==> config.mk <==
export PLATFORM = sky130hd
export DESIGN_NAME = cimd_top
export DESIGN_NICKNAME = d
export VERILOG_FILES = /design/src/cimd_pkg.sv /design/src/cimd_group_dec.sv /design/src/cimd_top.sv
export SDC_FILE = /design/constraint.sdc
export NUM_CORES = 1
export LEC_CHECK = 0
export ABC_AREA = 1
export BUFFER_PORTS_ARGS = -buffer_cell sky130_fd_sc_hd__clkbuf_2
export CORE_MARGIN = 5
export CORE_UTILIZATION = 55
export DETAILED_ROUTE_END_ITERATION = 8
export HOLD_SLACK_MARGIN = 0.15
export PLACE_DENSITY = 0.78
export SYNTH_ARGS = -nofsm -noshare
export SYNTH_HDL_FRONTEND = slang
export SYNTH_SLANG_ARGS = --single-unit
==> constraint.sdc <==
create_clock -name clk_i -period 6.82 [get_ports clk_i]
set_input_delay 0 -clock clk_i [delete_from_list [all_inputs] [get_ports clk_i]]
set_output_delay 0 -clock clk_i [all_outputs]
set_load 0.005 [all_outputs]
==> src/cimd_pkg.sv <==
// Constants, register map and types of the control input mode decoder
// Overview of operation
// Mode 0 makes pins 1/1n one checked pair and pins 2/2n a second pair, each one logical line.
// A pair flags an error on equal levels when inverse, or on differing levels when homogeneous.
// Mode 1 keeps pins 1/1n as a checked pair and uses pins 2 and 2n as two single lines.
// Mode 2 uses all four pins as single lines and checks no pair.
// Mode 3 reads the four pins as a preselection code: four Gray-coded points or sixteen.
// Group B has its own mode setting with the same four options as group A.
// Each decoded line takes its action and switching behaviour from its own settings.
// Each mode setting takes values 0 to 3 and resets to 0, two checked pairs.
// The outside source drives each pair in the configured relation, so no error arises.
// All eight pins pass a two-stage synchroniser before decoding or checking.
`default_nettype none
package cimd_pkg;

	// Group mode settings
	typedef enum logic [1:0] {
		CIMD_MODE_PAIRS   = 2'b00,
		CIMD_MODE_MIXED   = 2'b01,
		CIMD_MODE_SINGLES = 2'b10,
		CIMD_MODE_PRESEL  = 2'b11
	} cimd_mode_t;

	// Register byte offsets
	localparam logic [7:0] CIMD_OFF_CTRL     = 8'h00;
	localparam logic [7:0] CIMD_OFF_STATUS   = 8'h04;
	localparam logic [7:0] CIMD_OFF_IRQ_STAT = 8'h08;
	localparam logic [7:0] CIMD_OFF_IRQ_MASK = 8'h0C;
	localparam logic [7:0] CIMD_OFF_PRESEL   = 8'h10;
	localparam logic [7:0] CIMD_OFF_LINE_CFG = 8'h20;

	// Control word fields
	localparam int CIMD_CTRL_MODE_A  = 0;
	localparam int CIMD_CTRL_MODE_B  = 2;
	localparam int CIMD_CTRL_HOMOG   = 4;
	localparam int CIMD_CTRL_GRAY_A  = 8;
	localparam int CIMD_CTRL_GRAY_B  = 9;
	localparam int CIMD_CTRL_W       = 10;
	localparam logic [9:0] CIMD_CTRL_RST = 10'h000;

	// Per-line setting fields
	localparam int CIMD_LCFG_ACT     = 0;
	localparam int CIMD_LCFG_ACT_W   = 5;
	localparam int CIMD_LCFG_BEH     = 8;
	localparam int CIMD_LCFG_BEH_W   = 2;
	localparam logic [4:0] CIMD_ACT_MAX = 5'h18;
	localparam logic [6:0] CIMD_LCFG_RST = 7'h00;

	// Status, preselection and interrupt fields
	localparam int CIMD_STAT_ERR     = 8;
	localparam int CIMD_STAT_EN      = 16;
	localparam int CIMD_PRESEL_B     = 4;
	localparam int CIMD_PRESEL_EN    = 8;
	localparam int CIMD_IRQ_W        = 6;
	localparam int CIMD_IRQ_PRESEL   = 4;
	localparam logic [5:0] CIMD_IRQ_RST = 6'h00;

	// Bus answers
	localparam logic [1:0] CIMD_RESP_OKAY   = 2'b00;
	localparam logic [1:0] CIMD_RESP_SLVERR = 2'b10;

	// Synchroniser depth
	localparam int CIMD_SYNC_STAGES = 2;

endpackage
`default_nettype wire

==> src/cimd_group_dec.sv <==
// Combinational decoder for one group of four control pins
`timescale 1ns/100ps
`default_nettype none
module cimd_group_dec
	import cimd_pkg::*;
(
	// Synchronised pins: 0 line_1, 1 line_1n, 2 line_2, 3 line_2n
	input  wire logic [3:0] pins_i,
	// Group settings
	input  wire logic [1:0] mode_i,
	input  wire logic [1:0] homog_i,
	input  wire logic       gray_i,
	// Decoded lines
	output logic [3:0]      line_val_o,
	output logic [3:0]      line_en_o,
	output logic [1:0]      pair_err_o,
	output logic [3:0]      presel_o,
	output logic            presel_en_o
);

	// Pair check: inverse wants differing levels, homogeneous equal ones
	function automatic logic pair_bad(input logic a, input logic b, input logic homog);
		pair_bad = homog ? (a != b) : (a == b);
	endfunction

	logic bad0;
	logic bad1;

	assign bad0 = pair_bad(pins_i[0], pins_i[1], homog_i[0]);
	assign bad1 = pair_bad(pins_i[2], pins_i[3], homog_i[1]);

	// Mode decode; a faulty pair reads as inactive for safety
	always_comb
	begin
		line_val_o  = 4'h0;
		line_en_o   = 4'h0;
		pair_err_o  = 2'b00;
		presel_o    = 4'h0;
		presel_en_o = 1'b0;
		case (cimd_mode_t'(mode_i))
			CIMD_MODE_PAIRS:
			begin
				line_en_o     = 4'h5;
				pair_err_o    = {bad1, bad0};
				line_val_o[0] = pins_i[0] & ~bad0;
				line_val_o[2] = pins_i[2] & ~bad1;
			end
			CIMD_MODE_MIXED:
			begin
				line_en_o     = 4'hD;
				pair_err_o    = {1'b0, bad0};
				line_val_o[0] = pins_i[0] & ~bad0;
				line_val_o[3:2] = pins_i[3:2];
			end
			CIMD_MODE_SINGLES:
			begin
				line_en_o  = 4'hF;
				line_val_o = pins_i;
			end
			CIMD_MODE_PRESEL:
			begin
				presel_en_o = 1'b1;
				if (gray_i)
					presel_o = {2'b00, pins_i[1], pins_i[1] ^ pins_i[0]};
				else
					presel_o = pins_i;
			end
			default:
			begin
				line_en_o = 4'h0;
			end
		endcase
	end

endmodule // cimd_group_dec
`default_nettype wire

==> src/cimd_top.sv <==
// Control input mode decoder with AXI4-Lite registers and interrupt
`timescale 1ns/100ps
`default_nettype none
module cimd_top
	import cimd_pkg::*;
#(
	parameter int ADDR_W = 8,
	parameter int NUM_ACT = 25
)
(
	// Clock and reset
	input  wire logic               clk_i,
	input  wire logic               rst_i,
	// Group A pins
	input  wire logic               grp_a_line_1_i,
	input  wire logic               grp_a_line_1n_i,
	input  wire logic               grp_a_line_2_i,
	input  wire logic               grp_a_line_2n_i,
	// Group B pins
	input  wire logic               grp_b_line_1_i,
	input  wire logic               grp_b_line_1n_i,
	input  wire logic               grp_b_line_2_i,
	input  wire logic               grp_b_line_2n_i,
	// AXI4-Lite write address
	input  wire logic [ADDR_W-1:0]  s_axi_awaddr_i,
	input  wire logic               s_axi_awvalid_i,
	output logic                    s_axi_awready_o,
	// AXI4-Lite write data
	input  wire logic [31:0]        s_axi_wdata_i,
	input  wire logic [3:0]         s_axi_wstrb_i,
	input  wire logic               s_axi_wvalid_i,
	output logic                    s_axi_wready_o,
	// AXI4-Lite write response
	output logic [1:0]              s_axi_bresp_o,
	output logic                    s_axi_bvalid_o,
	input  wire logic               s_axi_bready_i,
	// AXI4-Lite read
	input  wire logic [ADDR_W-1:0]  s_axi_araddr_i,
	input  wire logic               s_axi_arvalid_i,
	output logic                    s_axi_arready_o,
	output logic [31:0]             s_axi_rdata_o,
	output logic [1:0]              s_axi_rresp_o,
	output logic                    s_axi_rvalid_o,
	input  wire logic               s_axi_rready_i,
	// Decoded lines and actions
	output logic [7:0]              line_o,
	output logic [7:0]              line_en_o,
	output logic [3:0]              pair_err_o,
	output logic [3:0]              presel_a_o,
	output logic [3:0]              presel_b_o,
	output logic [1:0]              presel_en_o,
	output logic [NUM_ACT-1:0]      act_req_o,
	// Interrupt
	output logic                    irq_o
);

	// Mapped-address check, shared by read and write paths
	function automatic logic addr_ok(input logic [ADDR_W-1:0] a);
		logic [ADDR_W-1:0] w;
		w = a & ~ADDR_W'(3);
		addr_ok = (w == ADDR_W'(CIMD_OFF_CTRL)) || (w == ADDR_W'(CIMD_OFF_STATUS)) ||
			(w == ADDR_W'(CIMD_OFF_IRQ_STAT)) || (w == ADDR_W'(CIMD_OFF_IRQ_MASK)) ||
			(w == ADDR_W'(CIMD_OFF_PRESEL)) ||
			((w >= ADDR_W'(CIMD_OFF_LINE_CFG)) && (w < ADDR_W'(CIMD_OFF_LINE_CFG + 8'h20)));
	endfunction

	// Byte-lane merge of a write into an old word
	function automatic logic [31:0] lane_merge(input logic [31:0] o, input logic [31:0] n,
		input logic [3:0] s);
		for (int k = 0; k < 4; k++)
			lane_merge[k*8 +: 8] = s[k] ? n[k*8 +: 8] : o[k*8 +: 8];
	endfunction

	// Action code to request vector; codes above the top one request nothing
	function automatic logic [NUM_ACT-1:0] act_vec(input logic [4:0] code);
		act_vec = '0;
		if ((code != 5'h00) && (code <= CIMD_ACT_MAX))
			act_vec[code] = 1'b1;
	endfunction

	// Two-stage synchronisers; stage one feeds only stage two
	logic [7:0] pins_raw;
	logic [7:0] sync1_q;
	logic [7:0] sync2_q;

	assign pins_raw = {grp_b_line_2n_i, grp_b_line_2_i, grp_b_line_1n_i, grp_b_line_1_i,
		grp_a_line_2n_i, grp_a_line_2_i, grp_a_line_1n_i, grp_a_line_1_i};

	generate
		for (genvar g = 0; g < 8; g++)
		begin : g_sync
			always_ff @(posedge clk_i or posedge rst_i)
			begin
				if (rst_i)
				begin
					sync1_q[g] <= 1'b0;
					sync2_q[g] <= 1'b0;
				end
				else
				begin
					sync1_q[g] <= pins_raw[g];
					sync2_q[g] <= sync1_q[g];
				end
			end
		end
	endgenerate

	// Register state
	logic [CIMD_CTRL_W-1:0] ctrl_q, ctrl_d;
	logic [CIMD_IRQ_W-1:0]  stat_q, stat_d;
	logic [CIMD_IRQ_W-1:0]  mask_q, mask_d;
	logic [6:0]             lcfg_q [8];
	logic [6:0]             lcfg_d [8];

	// Per-group decoders
	logic [7:0] dec_val;
	logic [7:0] dec_en;
	logic [3:0] dec_err;
	logic [7:0] dec_presel;
	logic [1:0] dec_presel_en;

	generate
		for (genvar g = 0; g < 2; g++)
		begin : g_grp
			cimd_group_dec u_dec (
				.pins_i      (sync2_q[g*4 +: 4]),
				.mode_i      (ctrl_q[CIMD_CTRL_MODE_A + 2*g +: 2]),
				.homog_i     (ctrl_q[CIMD_CTRL_HOMOG + 2*g +: 2]),
				.gray_i      (ctrl_q[CIMD_CTRL_GRAY_A + g]),
				.line_val_o  (dec_val[g*4 +: 4]),
				.line_en_o   (dec_en[g*4 +: 4]),
				.pair_err_o  (dec_err[g*2 +: 2]),
				.presel_o    (dec_presel[g*4 +: 4]),
				.presel_en_o (dec_presel_en[g])
			);
		end
	endgenerate

	// Decoded state
	logic [7:0]         line_q, line_d;
	logic [7:0]         len_q, len_d;
	logic [3:0]         err_q, err_d;
	logic [7:0]         psel_q, psel_d;
	logic [1:0]         psen_q, psen_d;
	logic [NUM_ACT-1:0] act_q, act_d;
	logic [7:0]         lv_q, lv_d;
	logic [CIMD_IRQ_W-1:0] ev_set;

	// Line actions: level lines request while active, edge lines pulse on activation
	always_comb
	begin
		line_d = dec_val;
		len_d  = dec_en;
		err_d  = dec_err;
		psel_d = dec_presel;
		psen_d = dec_presel_en;
		act_d  = '0;
		for (int i = 0; i < 8; i++)
		begin
			lv_d[i] = dec_en[i] & (dec_val[i] ^ lcfg_q[i][6]);
			if (lv_d[i] && (!lcfg_q[i][5] || !lv_q[i]))
				act_d = act_d | act_vec(lcfg_q[i][4:0]);
		end
		ev_set[3:0] = err_d & ~err_q;
		ev_set[CIMD_IRQ_PRESEL]     = psen_d[0] & psen_q[0] & (psel_d[3:0] != psel_q[3:0]);
		ev_set[CIMD_IRQ_PRESEL + 1] = psen_d[1] & psen_q[1] & (psel_d[7:4] != psel_q[7:4]);
	end

	always_ff @(posedge clk_i or posedge rst_i)
	begin
		if (rst_i)
		begin
			line_q <= 8'h00;
			len_q  <= 8'h00;
			err_q  <= 4'h0;
			psel_q <= 8'h00;
			psen_q <= 2'b00;
			act_q  <= '0;
			lv_q   <= 8'h00;
		end
		else
		begin
			line_q <= line_d;
			len_q  <= len_d;
			err_q  <= err_d;
			psel_q <= psel_d;
			psen_q <= psen_d;
			act_q  <= act_d;
			lv_q   <= lv_d;
		end
	end

	// Bus state
	logic                awready_q, awready_d;
	logic                wready_q, wready_d;
	logic                aw_hold_q, aw_hold_d;
	logic                w_hold_q, w_hold_d;
	logic [ADDR_W-1:0]   awaddr_q, awaddr_d;
	logic [31:0]         wdata_q, wdata_d;
	logic [3:0]          wstrb_q, wstrb_d;
	logic                bvalid_q, bvalid_d;
	logic [1:0]          bresp_q, bresp_d;
	logic                arready_q, arready_d;
	logic                rvalid_q, rvalid_d;
	logic [31:0]         rdata_q, rdata_d;
	logic [1:0]          rresp_q, rresp_d;
	logic                irq_q, irq_d;

	// Bus slave and register file; writes land once both address and data are held
	always_comb
	begin
		logic [ADDR_W-1:0] wa;
		logic [ADDR_W-1:0] ra;
		logic [31:0]       cur;
		logic [31:0]       nw;
		logic [CIMD_IRQ_W-1:0] clr;
		wa  = awaddr_q & ~ADDR_W'(3);
		ra  = s_axi_araddr_i & ~ADDR_W'(3);
		cur = 32'h0000_0000;
		nw  = 32'h0000_0000;
		clr = '0;
		ctrl_d    = ctrl_q;
		mask_d    = mask_q;
		lcfg_d    = lcfg_q;
		aw_hold_d = aw_hold_q;
		w_hold_d  = w_hold_q;
		awaddr_d  = awaddr_q;
		wdata_d   = wdata_q;
		wstrb_d   = wstrb_q;
		bvalid_d  = bvalid_q;
		bresp_d   = bresp_q;
		arready_d = arready_q;
		rvalid_d  = rvalid_q;
		rdata_d   = rdata_q;
		rresp_d   = rresp_q;
		if (bvalid_q && s_axi_bready_i)
			bvalid_d = 1'b0;
		if (aw_hold_q && w_hold_q && !bvalid_q)
		begin
			aw_hold_d = 1'b0;
			w_hold_d  = 1'b0;
			bvalid_d  = 1'b1;
			bresp_d   = addr_ok(awaddr_q) ? CIMD_RESP_OKAY : CIMD_RESP_SLVERR;
			if (wa == ADDR_W'(CIMD_OFF_CTRL))
			begin
				nw = lane_merge({22'h0, ctrl_q}, wdata_q, wstrb_q);
				ctrl_d = nw[CIMD_CTRL_W-1:0];
			end
			else if (wa == ADDR_W'(CIMD_OFF_IRQ_STAT))
			begin
				nw  = lane_merge(32'h0000_0000, wdata_q, wstrb_q);
				clr = nw[CIMD_IRQ_W-1:0];
			end
			else if (wa == ADDR_W'(CIMD_OFF_IRQ_MASK))
			begin
				nw = lane_merge({26'h0, mask_q}, wdata_q, wstrb_q);
				mask_d = nw[CIMD_IRQ_W-1:0];
			end
			else if (addr_ok(awaddr_q) && (wa >= ADDR_W'(CIMD_OFF_LINE_CFG)))
			begin
				cur = {22'h0, lcfg_q[wa[4:2]][6:5], 3'h0, lcfg_q[wa[4:2]][4:0]};
				nw  = lane_merge(cur, wdata_q, wstrb_q);
				lcfg_d[wa[4:2]] = {nw[CIMD_LCFG_BEH +: CIMD_LCFG_BEH_W],
					nw[CIMD_LCFG_ACT +: CIMD_LCFG_ACT_W]};
			end
		end
		if (s_axi_awvalid_i && awready_q)
		begin
			aw_hold_d = 1'b1;
			awaddr_d  = s_axi_awaddr_i;
		end
		if (s_axi_wvalid_i && wready_q)
		begin
			w_hold_d = 1'b1;
			wdata_d  = s_axi_wdata_i;
			wstrb_d  = s_axi_wstrb_i;
		end
		awready_d = !aw_hold_d && !bvalid_d;
		wready_d  = !w_hold_d && !bvalid_d;
		// Set wins over a same-cycle clear
		stat_d = (stat_q & ~clr) | ev_set;
		if (rvalid_q && s_axi_rready_i)
			rvalid_d = 1'b0;
		if (s_axi_arvalid_i && arready_q)
		begin
			rvalid_d = 1'b1;
			rresp_d  = addr_ok(s_axi_araddr_i) ? CIMD_RESP_OKAY : CIMD_RESP_SLVERR;
			rdata_d  = 32'h0000_0000;
			if (ra == ADDR_W'(CIMD_OFF_CTRL))
				rdata_d = {22'h0, ctrl_q};
			else if (ra == ADDR_W'(CIMD_OFF_STATUS))
				rdata_d = {8'h00, len_q, 4'h0, err_q, line_q};
			else if (ra == ADDR_W'(CIMD_OFF_IRQ_STAT))
				rdata_d = {26'h0, stat_q};
			else if (ra == ADDR_W'(CIMD_OFF_IRQ_MASK))
				rdata_d = {26'h0, mask_q};
			else if (ra == ADDR_W'(CIMD_OFF_PRESEL))
				rdata_d = {22'h0, psen_q, psel_q};
			else if (addr_ok(s_axi_araddr_i) && (ra >= ADDR_W'(CIMD_OFF_LINE_CFG)))
				rdata_d = {22'h0, lcfg_q[ra[4:2]][6:5], 3'h0, lcfg_q[ra[4:2]][4:0]};
		end
		arready_d = !rvalid_d;
		irq_d = |(stat_d & mask_d);
	end

	// Bus and register flops
	always_ff @(posedge clk_i or posedge rst_i)
	begin
		if (rst_i)
		begin
			ctrl_q    <= CIMD_CTRL_RST;
			stat_q    <= CIMD_IRQ_RST;
			mask_q    <= CIMD_IRQ_RST;
			for (int i = 0; i < 8; i++)
				lcfg_q[i] <= CIMD_LCFG_RST;
			awready_q <= 1'b0;
			wready_q  <= 1'b0;
			aw_hold_q <= 1'b0;
			w_hold_q  <= 1'b0;
			awaddr_q  <= '0;
			wdata_q   <= 32'h0000_0000;
			wstrb_q   <= 4'h0;
			bvalid_q  <= 1'b0;
			bresp_q   <= CIMD_RESP_OKAY;
			arready_q <= 1'b0;
			rvalid_q  <= 1'b0;
			rdata_q   <= 32'h0000_0000;
			rresp_q   <= CIMD_RESP_OKAY;
			irq_q     <= 1'b0;
		end
		else
		begin
			ctrl_q    <= ctrl_d;
			stat_q    <= stat_d;
			mask_q    <= mask_d;
			lcfg_q    <= lcfg_d;
			awready_q <= awready_d;
			wready_q  <= wready_d;
			aw_hold_q <= aw_hold_d;
			w_hold_q  <= w_hold_d;
			awaddr_q  <= awaddr_d;
			wdata_q   <= wdata_d;
			wstrb_q   <= wstrb_d;
			bvalid_q  <= bvalid_d;
			bresp_q   <= bresp_d;
			arready_q <= arready_d;
			rvalid_q  <= rvalid_d;
			rdata_q   <= rdata_d;
			rresp_q   <= rresp_d;
			irq_q     <= irq_d;
		end
	end

	// Outputs straight from flops
	assign s_axi_awready_o = awready_q;
	assign s_axi_wready_o  = wready_q;
	assign s_axi_bvalid_o  = bvalid_q;
	assign s_axi_bresp_o   = bresp_q;
	assign s_axi_arready_o = arready_q;
	assign s_axi_rvalid_o  = rvalid_q;
	assign s_axi_rdata_o   = rdata_q;
	assign s_axi_rresp_o   = rresp_q;
	assign line_o          = line_q;
	assign line_en_o       = len_q;
	assign pair_err_o      = err_q;
	assign presel_a_o      = psel_q[3:0];
	assign presel_b_o      = psel_q[7:4];
	assign presel_en_o     = psen_q;
	assign act_req_o       = act_q;
	assign irq_o           = irq_q;

endmodule // cimd_top
`default_nettype wire

# Word-level counts from Yosys, hierarchy flattened

Index checks and enable logic that the tools add are counted.

Logic and storage cells: 346
Output and inout port bits: 97
Register bits after elaboration: 221

Bitwise logic cells: 48
Equality and inequality tests: 24
Reduce and logical (&&, ||, !) cells: 97
Multiplexer cells: 97
Order comparisons: 31

Operator list:

| kind                                                                   | number |
|---|---|
| 25-bit two-way mux                                                     | 23 |
| 25-bit bitwise OR                                                      | 7 |
| 56-bit bitwise mux                                                     | 1 |
| 6-bit two-way mux                                                      | 9 |
| 5-bit by 6-bit < comparator with 1-bit output (second input constant)  | 8 |
| 24-bit two-way mux                                                     | 2 |
| 7-bit binary-select mux with 3-bit select                              | 2 |
| 1-bit demux with 5-bit select                                          | 8 |
| 5-bit by 1-bit >= comparator with 1-bit output (second input constant) | 8 |
| 5-bit less-or-equal comparator (second input constant)                 | 8 |
| 10-bit two-way mux                                                     | 4 |
| 5-bit nonzero test                                                     | 8 |
| 1-bit logical AND                                                      | 38 |
| 7-bit two-way mux                                                      | 5 |
| 1-bit two-way mux                                                      | 26 |
| 6-bit by 2-bit equality test with 1-bit output (second input constant) | 4 |
| 4-bit one-hot mux with 3 select lines                                  | 2 |
| 7-bit demux with 3-bit select                                          | 1 |
| 1-bit zero test                                                        | 21 |
| 1-bit logical OR                                                       | 18 |
| 1-bit bitwise AND                                                      | 16 |
| 8-bit by 6-bit >= comparator with 1-bit output (second input constant) | 2 |
| 8-bit zero test                                                        | 2 |
| 8-bit by 7-bit < comparator with 1-bit output (second input constant)  | 2 |
| other kinds (27)                                                       | 72 |

# Longest topological paths before layout

Word-level depth: 23
Depth in mapped cells: 14

# Cells and area by module

Synthesis repeated with hierarchy kept, for this count alone.

Cells, all modules: 1688
Area total of the unflattened synthesis: 11636.2 µm²

By module, submodules not included:

| module         | cells an instance | area each (µm²) | instances | seq. area each (µm²) |
|---|---|---|---|---|
| cimd_top       | 1590              | 11068.1         | 1         | 5129.9 |
| cimd_group_dec | 49                | 284.0           | 2         | 0.0 |

# Worst setup path after synthesis

No wires, ideal clock.

Kind: flip-flop to flip-flop
From: register ctrl_q[0]
To: register act_q[14] (netlist: act_req_o[14])
Library setup time: 65 ps
Path buffers: 1
Path slack: 4926 ps
Data arrival time: 1829 ps
Cell stages (with the launch flop): 14
Cells stage by stage: dfrtp_1 > inv_1 > ha_1 > or2_2 > nand3_1 > nand2_1 > nand3_1 > nand2_1 > nor2_1 > buf_4 > nand3_1 > nand2_1 > nor2_1 > nand2_1

Longest elaborated chain between the ends: 21
Elaborated cells on any way between the ends: 37
Classes of those cells: eq/ne (2); mux (13); bitwise (15); reduce/logical (7)

Ends and longest elaborated chain:

| element                                                                                  | line                 | source |
|---|---|---|
| start, declared                                                                          | cimd_top.sv:109      | `logic [CIMD_CTRL_W-1:0] ctrl_q, ctrl_d;` |
| start signal, assigned                                                                   | cimd_top.sv:333      | `ctrl_q <= ctrl_d;` |
| 2-bit by 1-bit equality test with 1-bit output / 2-bit zero test (equally long branches) | cimd_group_dec.sv:40 | `case (cimd_mode_t'(mode_i))` |
| 2-bit OR reduction (no source line)                                                      | -                    |  |
| 1-bit one-hot mux with 2 select lines                                                    | cimd_group_dec.sv:40 |  |
| 1-bit bitwise XOR                                                                        | cimd_top.sv:160      | `lv_d[i] = dec_en[i] & (dec_val[i] ^ lcfg_q[i][6]);` |
| 1-bit bitwise AND                                                                        | cimd_top.sv:160      |  |
| 1-bit logical AND                                                                        | cimd_top.sv:161      | `if (lv_d[i] && (!lcfg_q[i][5] \|\| !lv_q[i]))` |
| 25-bit two-way mux                                                                       | cimd_top.sv:161      |  |
| 25-bit bitwise OR                                                                        | cimd_top.sv:162      | `act_d = act_d \| act_vec(lcfg_q[i][4:0]);` |
| [6 not listed]                                                                           | -                    |  |
| 25-bit two-way mux (*)                                                                   | cimd_top.sv:161      |  |
| 25-bit bitwise OR                                                                        | cimd_top.sv:162      |  |
| 25-bit two-way mux (*)                                                                   | cimd_top.sv:161      |  |
| 25-bit bitwise OR                                                                        | cimd_top.sv:162      |  |
| 25-bit two-way mux (*)                                                                   | cimd_top.sv:161      |  |
| 25-bit bitwise OR                                                                        | cimd_top.sv:162      |  |
| 25-bit two-way mux (*)                                                                   | cimd_top.sv:161      |  |
| via act_d[14]                                                                            | cimd_top.sv:145      | `logic [NUM_ACT-1:0] act_q, act_d;` |
| end signal, assigned                                                                     | cimd_top.sv:188      | `act_q <= act_d;` |
| end, declared                                                                            | cimd_top.sv:145      |  |

Mark *: on every way through the listed nets, which the timed path passes. The rest lies on a longest branch.
A chain may end at the register's enable or synchronous reset.

# Final worst setup path

From: register ctrl_q[3]
To: register act_q[14] (netlist: act_req_o[14])

Elaborated cells on any way between the ends: 29
Classes of those cells: eq/ne (2); mux (9); bitwise (11); reduce/logical (7)

RTL lines:

| element                                           | line                 | source |
|---|---|---|
| 2-bit equality test, or another cell as far along | cimd_group_dec.sv:40 |  |
| 4-bit one-hot mux with 3 select lines (*)         | cimd_group_dec.sv:40 |  |
| via dec_en[7]                                     | cimd_top.sv:117      | `logic [7:0] dec_en;` |
| 1-bit bitwise AND (*)                             | cimd_top.sv:160      |  |
| via lv_d[7]                                       | cimd_top.sv:146      | `logic [7:0] lv_q, lv_d;` |
| 1-bit logical AND (*)                             | cimd_top.sv:161      |  |
| 25-bit two-way mux (*)                            | cimd_top.sv:161      |  |
| via act_d[14]                                     | cimd_top.sv:145      |  |

Marks and branches as above.

==> results_dict.tcl <==
set metrics [dict create \
    avgRoutedWirePerCell_um 19.0 \
    hold_path_depth 7 \
    fin_setup_tns_ps 0 \
    drtAntennaViolNets 0 \
    yosysSeqAreaShare_pct 43.0 \
    synthFlopType "dfrtp_1" \
    hp-class "input port to register" \
    pre_cts_ws_ps 4120 \
    drt_iter0_drc 1491 \
    status "finished clean" \
    hold_start "s_axi_araddr_i[3]" \
    critPathLaunchType "register" \
    skew_ps 20.4 \
    timing.rr.end "act_req_o[14]" \
    worst_slew_pin_slew_ps 1130 \
    routed_via_density 5.75 \
    setup_viol 0 \
    cts_root_buf "clkbuf_16" \
    cts_tree "yes" \
    p_per_area_nw_per_um2 312 \
    io_pins 164 \
    grt_pass1_vias 11400 \
    syn_area_per_cell_um2 7.08 \
    drv_slew 0 \
    antennaDiodeCount 0 \
    critPathRequiredTime_ps 7270 \
    die-height_um 156 \
    cap_violations 0 \
    grt.overflow.total 0 \
    synth_area_um2 11700 \
    clk_pin_slew_ps 60 \
    ir_drop_uv 290 \
    cts-htree-levels 1 \
    drc 0 \
    reg2reg_from "ctrl_q[3]" \
    clk_latency_ps 530 \
    place_hpwl_um 29700 \
    start_util_pct 55.8 \
    yosysMostFrequentCell "nand2_1" \
    nets 1902 \
    fin_ws_ps 3990 \
    arrival_ps 3280 \
    synth_edf_count 0 \
    dr.pass1.iters 6 \
    cts_setup_buffers 0 \
    grt_first_pass_wirelength_um 63000 \
    yosys-top-cells-count "nand2_1, nor2_1, dfrtp_1" \
    drive_gt1_share_pct 11.6 \
    row_count 53 \
    cp-end-kind "register" \
    relSlewSlack_pct 23.8 \
    synth_cell_type_count 50 \
    p_leak_nw 6.94 \
    critPathKind "register to register" \
    drt_wl_total_um 40200 \
    core_um2 21000 \
    clock_sinks 201 \
    min_period_over_period_pct 41.5 \
    cts_made_buffers 23 \
    holdPathEnd "s_axi_rdata_o[2]" \
    antenna_found_initial 0 \
    r2r_slack_ps 3990 \
    synth_top_area_share_pct 43.0 \
    vias 12100 \
    grt_max_degree 122 \
    cts_buffer_depth 3 \
    grt_use_total_pct 33.0 \
    hold_viol_final 0 \
    rsz0062_at_grt "no" \
    yosysTopAreaCell "dfrtp_1" \
    die_area_um2 24300 \
    path_max_fanout 9 \
    synthArstFlopShare_pct 100 \
    period_minus_slack_ps 2830 \
    rr_worst_depth 12 \
    synth.area.top_cells "dfrtp_1, nand2_1, nor2_1" \
    synth-seq-cells 201 \
    fmax_mhz 354 \
    dieWidth_um 156 \
    finalPower_w 0.00430 \
    portBuffers 121 \
    synthCells 1652 \
    gp_congestion 1.02 \
    synth_warnings 0 \
    area_delta_synth_final_pct 17.9 \
]
==> worst max path at each step <==
stage                          to  slack [ps]  startpoint
finish              act_req_o[14]        3990   ctrl_q[3]
global route        act_req_o[11]        3770   ctrl_q[3]
CTS                 act_req_o[14]        4090   ctrl_q[3]
detailed placement  act_req_o[14]        4120   ctrl_q[3]
global placement    act_req_o[14]        4160   ctrl_q[3]
floorplan            act_req_o[0]        1340       rst_i
==> cells in the final DEF (no fill, tap or decap), types with 5 or more instances in the layout <==
master / n
nand2_1: 497
nor2_1: 203
dfrtp_1: 201
inv_1: 194
nand3_1: 136
clkbuf_2: 121
o21ai_0: 91
dlygate4sd3_1: 65
nor3_1: 53
nand4_1: 52
o22ai_1: 23
clkbuf_16: 23
a21oi_1: 22
o21ai_1: 16
conb_1: 15
ha_1: 12
inv_2: 10
nor2_4: 7
nor2_2: 7
a22oi_1: 7
or2_2: 6
nand3_2: 5
a221oi_1: 5
o31ai_1: 5
o2111ai_1: 5
clkinv_2: 5
==> cells by family after synthesis <==
| family | share of synthesized area [%] |
|---|---|
| buffers and inverters | 9.73 |
| and+or+nand+nor | 36.1 |
| other | 0.0320 |
| DFF | 43.0 |
| adders and majority gates | 1.28 |
| AOI/OAI and AO/OA | 9.58 |
| xor gates and xnor gates | 0.299 |
==> critical path, stage by stage (launching register included) <==
cell and delay (ps):
dfrtp_1 540, inv_1 140, ha_1 390, nand2_1 90
a21oi_2 360, nand2_1 190, nor3_2 420, nand3_1 120
o21ai_1 170, nor2_1 90, nand2_1 110, nor2_1 50
nand2_1 60
==> flip-flops by register name (all words and copies together) (netlist names), 2 cells and up <==
name and cells:
ctrl_q 10, mask_q 6, s_axi_rdata_o 18, wstrb_q 2, presel_en_o 2, wdata_q 10, lv_q 8, awaddr_q 6
lcfg_q 56, sync1_q 8, sync2_q 8, stat_q 6, act_req_o 25, pair_err_o 4, line_en_o 6, psel_q 8
line_o 8
==> metrics by stage <==
step	hold WS [ps]	cell area (um2)	util, %	instances
6_report	181	13800	65.8	2111
5_1_grt	215	13800	65.8	2111
4_1_cts	156	13800	65.8	2111
3_5_place_dp	110	12400	59.1	2008
3_3_place_gp	108	12400	59.1	2008
2_1_floorplan	31.4	11800	-	1666
==> power by group <==
group	switching, W	internal (W)
Sequential	0.000289	0.00141
Clock	0.000505	0.000765
Combinational	0.000953	0.000377
==> layout make-up <==
type	count	area, um2
Sequential cell	201	5030
Multi-Input combinational cell	1201	5590
Clock buffer	28	624
Clock inverter	10	144
Tap cell	275	344
Inverter	208	798
Fill cell	1798	7160
Timing Repair Buffer	188	1270
==> layer usage <==
layer,up-vias,part of all wire [%],track usage [%]
li1,5673,-,-
met1,5692,42,47.5
met2,677,44,50.4
met3,92,11,8.43
met4,0,2.3,7.67
met5,-,0,0
==> what timing repair did <==
action                                 4_1_cts  5_1_grt
hold buffers                                65        0
resized for setup                            0        0
endpoints found under the hold margin      160        0
Power figures use the tool's default switching activity.
